[src/logic/tmr_consts.vh]
`ifndef TMR_CONSTS_VH
`define TMR_CONSTS_VH

// Register byte offsets on the Wishbone bus
`define TMR_OFS_COUNT      8'h00
`define TMR_OFS_OPTION     8'h04
`define TMR_OFS_INTCTL     8'h08

// Option register field positions
`define TMR_OPT_SRC_BIT    5
`define TMR_OPT_EDGE_BIT   4
`define TMR_OPT_ASSIGN_BIT 3
`define TMR_OPT_PS_MSB     2
`define TMR_OPT_PS_LSB     0

// Interrupt control field positions
`define TMR_INT_EN_BIT     5
`define TMR_INT_FLAG_BIT   2

// Reset values and the count limit
`define TMR_OPTION_RST     6'h3F
`define TMR_COUNT_RST      8'h00
`define TMR_COUNT_MAX      8'hFF

// Timing counts in instruction cycles
`define TMR_WRITE_INHIBIT  2'h2

// Quadrature phases of the four-clock instruction cycle
`define TMR_PHASE_Q2       2'h1
`define TMR_PHASE_Q4       2'h3

`endif

[src/logic/tmr_prescaler.v]
`include "tmr_consts.vh"
`default_nettype none

module tmr_prescaler #(
	parameter WIDTH = 8
) (
	// Clock and reset
	input  wire       sys_clk,
	input  wire       reset_n,
	// Count control
	input  wire       tick,
	input  wire       clear,
	input  wire [2:0] ratio_sel,
	// Divided output
	output reg        div_out
);

	reg  [WIDTH-1:0] stage;
	wire [WIDTH:0]   carry;

	assign carry[0] = tick;

	////////////////////////////////////////////////////////////////////////
	// ripple toggle stages
	// Each stage toggles on the carry of the ones below, so every bit is a
	// symmetrical square wave at half the rate of its neighbour.
	genvar i;
	generate
		for (i = 0; i < WIDTH; i = i + 1)
		begin : g_stage
			assign carry[i+1] = carry[i] & stage[i];
			always @(posedge sys_clk or negedge reset_n)
			begin
				if (!reset_n)
					stage[i] <= 1'b0;
				else if (clear)
					stage[i] <= 1'b0;
				else if (carry[i])
					stage[i] <= ~stage[i];
			end
		end
	endgenerate

	////////////////////////////////////////////////////////////////////////
	// code picks the stage
	// Stage k divides by 2 to the power k+1, so code 000 is 1:2.
	always @(posedge sys_clk or negedge reset_n)
	begin
		if (!reset_n)
			div_out <= 1'b0;
		else if (clear)
			div_out <= 1'b0;
		else
			div_out <= stage[ratio_sel];
	end

endmodule // tmr_prescaler

`default_nettype wire

[src/logic/tmr_timer0.v]
// Our own choices: the address map and the Wishbone slave port.
`include "tmr_consts.vh"
`default_nettype none


module tmr_timer0 #(
	parameter PS_WIDTH = 8
) (
	// Clock and reset
	input  wire        sys_clk,
	input  wire        reset_n,
	// Wishbone slave
	input  wire        wb_cyc_i,
	input  wire        wb_stb_i,
	input  wire        wb_we_i,
	input  wire [7:0]  wb_adr_i,
	input  wire [3:0]  wb_sel_i,
	input  wire [31:0] wb_dat_i,
	output reg  [31:0] wb_dat_o,
	output reg         wb_ack_o,
	// Pin and core events
	input  wire        ext_count_input,
	input  wire        sleep_mode,
	input  wire        watchdog_clear_op,
	input  wire        wdt_tick,
	// Results
	output reg         overflow_irq,
	output reg         wdt_postscaled
);

	////////////////////////////////////////////////////////////////////////
	// Address decode, shared by read and write paths
	function hit;
		input [7:0] adr;
		input [7:0] ofs;
		begin
			hit = (adr[7:2] == ofs[7:2]);
		end
	endfunction

	// Option reset value (six bits), so single fields can be picked without truncation
	localparam [5:0] OPT_RST = `TMR_OPTION_RST;

	reg  [7:0] count_register;
	reg        clock_source_select;
	reg        source_edge_select;
	reg        prescaler_assign;
	reg  [2:0] prescale_select;
	reg        overflow_flag;
	reg        overflow_irq_enable;

	reg  [1:0] q_phase;
	reg  [1:0] inhibit;
	reg        ext_meta;
	reg        ext_sync;
	reg        ext_pol_d;
	reg        samp_last;

	wire       bus_req;
	wire       bus_wr;
	wire       count_write;
	wire       option_write;
	wire       intctl_write;
	wire       q2;
	wire       q4;
	wire       ext_pol;
	wire       ext_edge;
	wire       ps_tick;
	wire       ps_clear;
	wire       ps_out;
	wire       cnt_level;
	wire       sample_now;
	wire       samp_rise;
	wire       use_sampled;
	wire       inc_req;
	wire       wrap;
	reg  [31:0] next_rdata;

	////////////////////////////////////////////////////////////////////////
	// Wishbone classic slave
	// Ack comes one cycle after the request; writes land on the ack edge
	// so the master sees them take effect exactly when it samples ack.
	assign bus_req      = wb_cyc_i & wb_stb_i;
	assign bus_wr       = bus_req & wb_we_i & wb_ack_o & wb_sel_i[0];
	assign count_write  = bus_wr & hit(wb_adr_i, `TMR_OFS_COUNT);
	assign option_write = bus_wr & hit(wb_adr_i, `TMR_OFS_OPTION);
	assign intctl_write = bus_wr & hit(wb_adr_i, `TMR_OFS_INTCTL);

	always @*
	begin
		next_rdata = 32'h0000_0000;
		if (hit(wb_adr_i, `TMR_OFS_COUNT))
			next_rdata[7:0] = count_register;
		else if (hit(wb_adr_i, `TMR_OFS_OPTION))
		begin
			next_rdata[`TMR_OPT_SRC_BIT]    = clock_source_select;
			next_rdata[`TMR_OPT_EDGE_BIT]   = source_edge_select;
			next_rdata[`TMR_OPT_ASSIGN_BIT] = prescaler_assign;
			next_rdata[`TMR_OPT_PS_MSB:`TMR_OPT_PS_LSB] = prescale_select;
		end
		else if (hit(wb_adr_i, `TMR_OFS_INTCTL))
		begin
			next_rdata[`TMR_INT_EN_BIT]   = overflow_irq_enable;
			next_rdata[`TMR_INT_FLAG_BIT] = overflow_flag;
		end
	end

	// no prescaler register
	// The divider state is never mapped, so it can be neither read nor set.
	always @(posedge sys_clk or negedge reset_n)
	begin
		if (!reset_n)
		begin
			wb_ack_o <= 1'b0;
			wb_dat_o <= 32'h0000_0000;
		end
		else
		begin
			wb_ack_o <= bus_req & ~wb_ack_o;
			if (bus_req & ~wb_ack_o)
				wb_dat_o <= next_rdata;
		end
	end

	////////////////////////////////////////////////////////////////////////
	// Option register
	always @(posedge sys_clk or negedge reset_n)
	begin
		if (!reset_n)
		begin
			clock_source_select <= OPT_RST[`TMR_OPT_SRC_BIT];
			source_edge_select  <= OPT_RST[`TMR_OPT_EDGE_BIT];
			prescaler_assign    <= OPT_RST[`TMR_OPT_ASSIGN_BIT];
			prescale_select     <= OPT_RST[`TMR_OPT_PS_MSB:`TMR_OPT_PS_LSB];
		end
		else if (option_write)
		begin
			clock_source_select <= wb_dat_i[`TMR_OPT_SRC_BIT];
			source_edge_select  <= wb_dat_i[`TMR_OPT_EDGE_BIT];
			prescaler_assign    <= wb_dat_i[`TMR_OPT_ASSIGN_BIT];
			prescale_select     <= wb_dat_i[`TMR_OPT_PS_MSB:`TMR_OPT_PS_LSB];
		end
	end

	////////////////////////////////////////////////////////////////////////
	// Quadrature phases: four system clocks make one instruction cycle
	always @(posedge sys_clk or negedge reset_n)
	begin
		if (!reset_n)
			q_phase <= 2'h0;
		else
			q_phase <= q_phase + 2'h1;
	end

	assign q2 = (q_phase == `TMR_PHASE_Q2);
	assign q4 = (q_phase == `TMR_PHASE_Q4);

	////////////////////////////////////////////////////////////////////////
	// Pin synchroniser
	// The pin is metastable-hardened before anything looks at it, which caps
	// the external rate at half the system clock even with a prescaler.
	always @(posedge sys_clk or negedge reset_n)
	begin
		if (!reset_n)
		begin
			ext_meta  <= 1'b0;
			ext_sync  <= 1'b0;
			// Idle pin seen through the reset edge select, else a false edge follows reset
			ext_pol_d <= OPT_RST[`TMR_OPT_EDGE_BIT];
		end
		else
		begin
			ext_meta  <= ext_count_input;
			ext_sync  <= ext_meta;
			ext_pol_d <= ext_pol;
		end
	end

	assign ext_pol  = ext_sync ^ source_edge_select;
	assign ext_edge = ext_pol & ~ext_pol_d;

	////////////////////////////////////////////////////////////////////////
	// Shared prescaler
	// owner picks source
	// halted in sleep
	// The watchdog keeps its share in sleep, since it must run there.
	assign ps_tick = prescaler_assign ? wdt_tick :
		(sleep_mode ? 1'b0 : (clock_source_select ? ext_edge : q4));

	assign ps_clear = prescaler_assign ? watchdog_clear_op : count_write;

	tmr_prescaler #(
		.WIDTH     (PS_WIDTH)
	) u_prescaler (
		.sys_clk   (sys_clk),
		.reset_n   (reset_n),
		.tick      (ps_tick),
		.clear     (ps_clear),
		.ratio_sel (prescale_select),
		.div_out   (ps_out)
	);

	always @(posedge sys_clk or negedge reset_n)
	begin
		if (!reset_n)
			wdt_postscaled <= 1'b0;
		else
			wdt_postscaled <= prescaler_assign & ps_out;
	end

	////////////////////////////////////////////////////////////////////////
	// Post-prescaler synchronisation
	// bypass when assigned to the watchdog
	assign cnt_level = prescaler_assign ? ext_pol : ps_out;

	assign sample_now = q2 | q4;

	always @(posedge sys_clk or negedge reset_n)
	begin
		if (!reset_n)
			samp_last <= OPT_RST[`TMR_OPT_EDGE_BIT];
		else if (sample_now)
			samp_last <= cnt_level;
	end

	assign samp_rise = sample_now & cnt_level & ~samp_last;

	////////////////////////////////////////////////////////////////////////
	// Write inhibit
	// two cycle hold-off
	// Counted on Q4 so the cycle holding a write made before Q4 is the first of the two.
	always @(posedge sys_clk or negedge reset_n)
	begin
		if (!reset_n)
			inhibit <= 2'h0;
		else if (count_write)
			inhibit <= `TMR_WRITE_INHIBIT;
		else if (q4 && inhibit != 2'h0)
			inhibit <= inhibit - 2'h1;
	end

	////////////////////////////////////////////////////////////////////////
	// Count register
	// timer steps unprescaled only while the watchdog owns the divider
	assign use_sampled = clock_source_select | ~prescaler_assign;
	assign inc_req = ~sleep_mode & (inhibit == 2'h0) &
		(use_sampled ? samp_rise : q4);

	assign wrap = inc_req & (count_register == `TMR_COUNT_MAX);

	always @(posedge sys_clk or negedge reset_n)
	begin
		if (!reset_n)
			count_register <= `TMR_COUNT_RST;
		else if (count_write)
			count_register <= wb_dat_i[7:0];
		else if (inc_req)
			count_register <= count_register + 8'h01;
	end

	////////////////////////////////////////////////////////////////////////
	// Interrupt control
	// sticky flag
	// clear write wins
	// A same-cycle wrap is dropped when software writes the flag; that race
	// is accepted so a clear is never undone behind the handler's back.
	always @(posedge sys_clk or negedge reset_n)
	begin
		if (!reset_n)
		begin
			overflow_flag       <= 1'b0;
			overflow_irq_enable <= 1'b0;
		end
		else if (intctl_write)
		begin
			overflow_flag       <= wb_dat_i[`TMR_INT_FLAG_BIT];
			overflow_irq_enable <= wb_dat_i[`TMR_INT_EN_BIT];
		end
		else if (wrap)
			overflow_flag <= 1'b1;
	end

	always @(posedge sys_clk or negedge reset_n)
	begin
		if (!reset_n)
			overflow_irq <= 1'b0;
		else
			overflow_irq <= overflow_flag & overflow_irq_enable;
	end

endmodule // tmr_timer0

`default_nettype wire

[config.mk]
export PLATFORM = sky130hd
export DESIGN_NAME = tmr_timer0
export DESIGN_NICKNAME = d
export VERILOG_FILES = /design/src/logic/tmr_prescaler.v /design/src/logic/tmr_timer0.v
export VERILOG_INCLUDE_DIRS = /design/src /design/src/logic
export SDC_FILE = /design/constraint.sdc
export NUM_CORES = 1
export LEC_CHECK = 0
export ABC_CLOCK_PERIOD_IN_PS = 2850
export BUFFER_PORTS_ARGS = -buffer_cell sky130_fd_sc_hd__clkbuf_2
export CAP_MARGIN = 20
export CORE_MARGIN = 1
export CORE_UTILIZATION = 45
export CTS_CLUSTER_DIAMETER = 60
export DETAILED_ROUTE_END_ITERATION = 12
export GPL_TIMING_DRIVEN = 0
export PLACE_DENSITY = 0.84
export RECOVER_POWER = 100
export SLEW_MARGIN = 20
export SYNTH_ARGS = -nofsm -noshare
export SYNTH_HDL_FRONTEND = slang
export SYNTH_SLANG_ARGS = --single-unit
export TNS_END_PERCENT = 10
[constraint.sdc]
create_clock -name sys_clk -period 2.85 [get_ports sys_clk]
set_clock_uncertainty 0.15 [all_clocks]
set_input_delay 0.57 -clock sys_clk [delete_from_list [all_inputs] [get_ports sys_clk]]
set_output_delay 0.57 -clock sys_clk [all_outputs]
set_load 0.03 [all_outputs]
==> flow_metrics.env <==
export IMPL_yosysTopAreaCell="dfrtp_1"
export IMPL_reg2reg_from="q_phase[0]"
export IMPL_setup_tns_ns=0
export IMPL_crit_end="overflow_flag"
export IMPL_crit_family="compound AO/OA/AOI/OAI gates"
export IMPL_diodes=0
export IMPL_antenna_left=0
export IMPL_synth_main_ff_cell="dfrtp_1"
export IMPL_ctsRootBufferMaster="clkbuf_8"
export IMPL_synth_cell_types=45
export IMPL_wl_per_cell_um=12.3
export IMPL_fin_crit_ns=2.44
export IMPL_p_leak_nw=1.29
export IMPL_p_switching_mw=0.483
export IMPL_p_comb_frac=0.228
export IMPL_layout_nets=344
export IMPL_postCtsSetupBuffers=0
export IMPL_crit_start="q_phase[0]"
export IMPL_critPathMaxStageDelay_ns=0.57
export IMPL_r2r_end="overflow_flag"
export IMPL_crit_type="flop to flop"
export IMPL_cp_num_buf_inv=0
export IMPL_rsz0062_at_grt="false"
export IMPL_gp_routability_congestion=0.809
export IMPL_dieWidth_um=74.0
export IMPL_r2r_slack_ns=0.41
export IMPL_cp_start_kind="flop"
export IMPL_netlist_top_cells_area="dfrtp_1 39%, dfstp_2 9.0%, buf_4 7.7%, nor2_1 3.9%, xnor2_1 3.8%"
export IMPL_setup_viol=0
export IMPL_swShare=0.319
export IMPL_cts_resized=0
export IMPL_synth_edf_count=0
export IMPL_h_tree_depth=2
export IMPL_p_per_area_nw_per_um2=559
export IMPL_path_depth=7
export IMPL_die_h_um=74.0
export IMPL_max_freq_ghz=0.410
export IMPL_path_cells="ha_1 > o22ai_1 > a21oi_1 > a32oi_1 > nor3_1 > a31o_1 > mux2_2"
export IMPL_placed_area_um2=2670
export IMPL_syn_area_um2=2330
export IMPL_ir_worst_vdd_uv=361
export IMPL_synth_most_common_cell="dfrtp_1"
export IMPL_final_area_um2=2710
export IMPL_grt_pass1_vias=1532
export IMPL_grt_max_degree=45
export IMPL_synth_top_area_frac=0.387
export IMPL_finalWirelength_um=4350
export IMPL_cap_viol_max_count=0
export IMPL_grt_pass1_wl_um=7220
export IMPL_fin_total_pwr_mw=1.51
export IMPL_antenna_found_initial=0
export IMPL_syn2layout_area_growth_pct=16.2
export IMPL_final_max_slew_viol_count=0
export IMPL_required_ns=2.89
export IMPL_hold_viol_final=0
export IMPL_power_share_clock=0.248
export IMPL_cp_max_fo=8
export IMPL_seqPwrFrac=0.524
export IMPL_core_area_um2=4850
export IMPL_first_iter_violations=86
export IMPL_min_period_over_period=0.856
export IMPL_power_internal_mw=1.03
export IMPL_synthTopCellsByCount="36 x dfrtp_1, 24 x buf_4, 24 x nor2_1, 21 x nand2_1, 10 x xnor2_1"
export IMPL_viasPerCell=4.68
export IMPL_cp_arrival_ns=2.48
export IMPL_dieArea_um2=5470
export IMPL_row_count=25
export IMPL_dpl_worst_slack_ns=0.399
export IMPL_synth_ff_latch_count=44
export IMPL_clk_pin_slew_worst_paths_ns=0.08
export IMPL_ioPinCount=88
export IMPL_drc_errors=0
export IMPL_seq_area_frac_synth=0.477
export IMPL_ctsHoldBuffers=0
export IMPL_insertion_delay_ns=0.30
export IMPL_clock_sinks=44
export IMPL_nFillCells=430
export IMPL_cts_tree="yes"
export IMPL_overflow=0
export IMPL_fin_ws_ns=0.410
export IMPL_hpwl_um=3220
export IMPL_holdPathStages=0
export IMPL_drt_first_pass_iters=4
export IMPL_reg2regPathDepth=7
export IMPL_endpoint_kind="flop"
export IMPL_cts_buffer_depth=2
export IMPL_vias=1662
export IMPL_cts_buffers=5
export IMPL_initial_core_util=0.481
export IMPL_tightest_slew_ns=1.07
export IMPL_fin_util=0.558
export IMPL_yosys_warnings=0
export IMPL_syn_avg_cell_area_um2=10.4
export IMPL_slowest_stage="a32oi_1"
export IMPL_synth_cells=223
export IMPL_async_flop_share=1.00
export IMPL_max_slew_margin=0.288
export IMPL_grt_use_total=0.179
export IMPL_port_buffers=34
export IMPL_hold_class="flop to flop"
export IMPL_layout_drive_gt1_share=0.253
export IMPL_status="finished clean"
[power groups by stage]
stage,combinational [mW],clock (mW),sequential [mW]
final,0.344,0.375,0.793
after global routing,0.385,0.419,0.805
after CTS,0.354,0.388,0.791
after detailed placement,0.353,0,0.802
after global placement,0.339,0,0.798
after floorplan,0.244,0,0.811
[layout by cell type (no fill, tap or decap), types with 3 or more instances in the layout]
master    netlist  routed
buf_4          24      24
nand2_1        21      22
nor2_1         24      24
and2_1          5       4
ha_1            4       4
clkbuf_1        1      14
xnor2_1        10      10
inv_1           7       7
nand3_1         8       8
a221oi_1        6       6
dfstp_2         8       7
and3_1          3       3
clkbuf_2        0      23
o21ai_0         8       8
a21oi_1         7       7
nor3_1          4       4
conb_1          1      24
xor2_1          6       6
nor3b_1         3       3
dfrtp_1        36      36
mux2_1          0       4
clkbuf_8        0       5
[through the flow]
stage	std cells	hold WS (ns)
after global placement	347	0.184
after CTS	355	0.213
after detailed placement	347	0.195
final	355	0.210
after floorplan	246	0.124
after global routing	355	0.208
[per-layer routing]
layer | vias to the layer above | GRT usage | wire, µm
met5 | - | 0 | 0
met4 | 0 | 0.0620 | 53
met1 | 778 | 0.237 | 2010
met3 | 7 | 0.0501 | 207
li1 | 834 | - | -
met2 | 43 | 0.285 | 2080
[layout make-up]
class,instances,area (µm²),area share
buffer,30,220,0.0814
clock buffer,7,76.3,0.0282
clock inverter,1,5.00,0.00185
inverter,8,30.0,0.0111
multi-input combinational,164,1020,0.378
sequential,44,1110,0.411
tap,67,83.8,0.0310
timing repair buffer,34,156,0.0578
[state kept, by name, summed over array words and instances (netlist names), 2 cells and up]
signal	flops
wb_dat_o	8
u_prescaler.stage	8
inhibit	2
prescale_select	3
q_phase	2
count_register	8
[how the worst min path moves through the flow]
stage	start	to
after global routing	ext_count_input	ext_meta
after floorplan	reset_n	count_register[0]
final	ext_meta	ext_sync
after CTS	ext_meta	ext_sync
after global placement	ext_meta	ext_sync
after detailed placement	ext_meta	ext_sync
[kinds of logic after synthesis]
kind of cell    synth area share
compound gates            0.0849
simple gates               0.182
other cells              0.00161
flops                      0.477
mux                       0.0655
xor+xnor                  0.0601
fa+ha+maj                 0.0215
buf+inv                    0.107
Note: power is estimated with default switching activity, not from simulation.
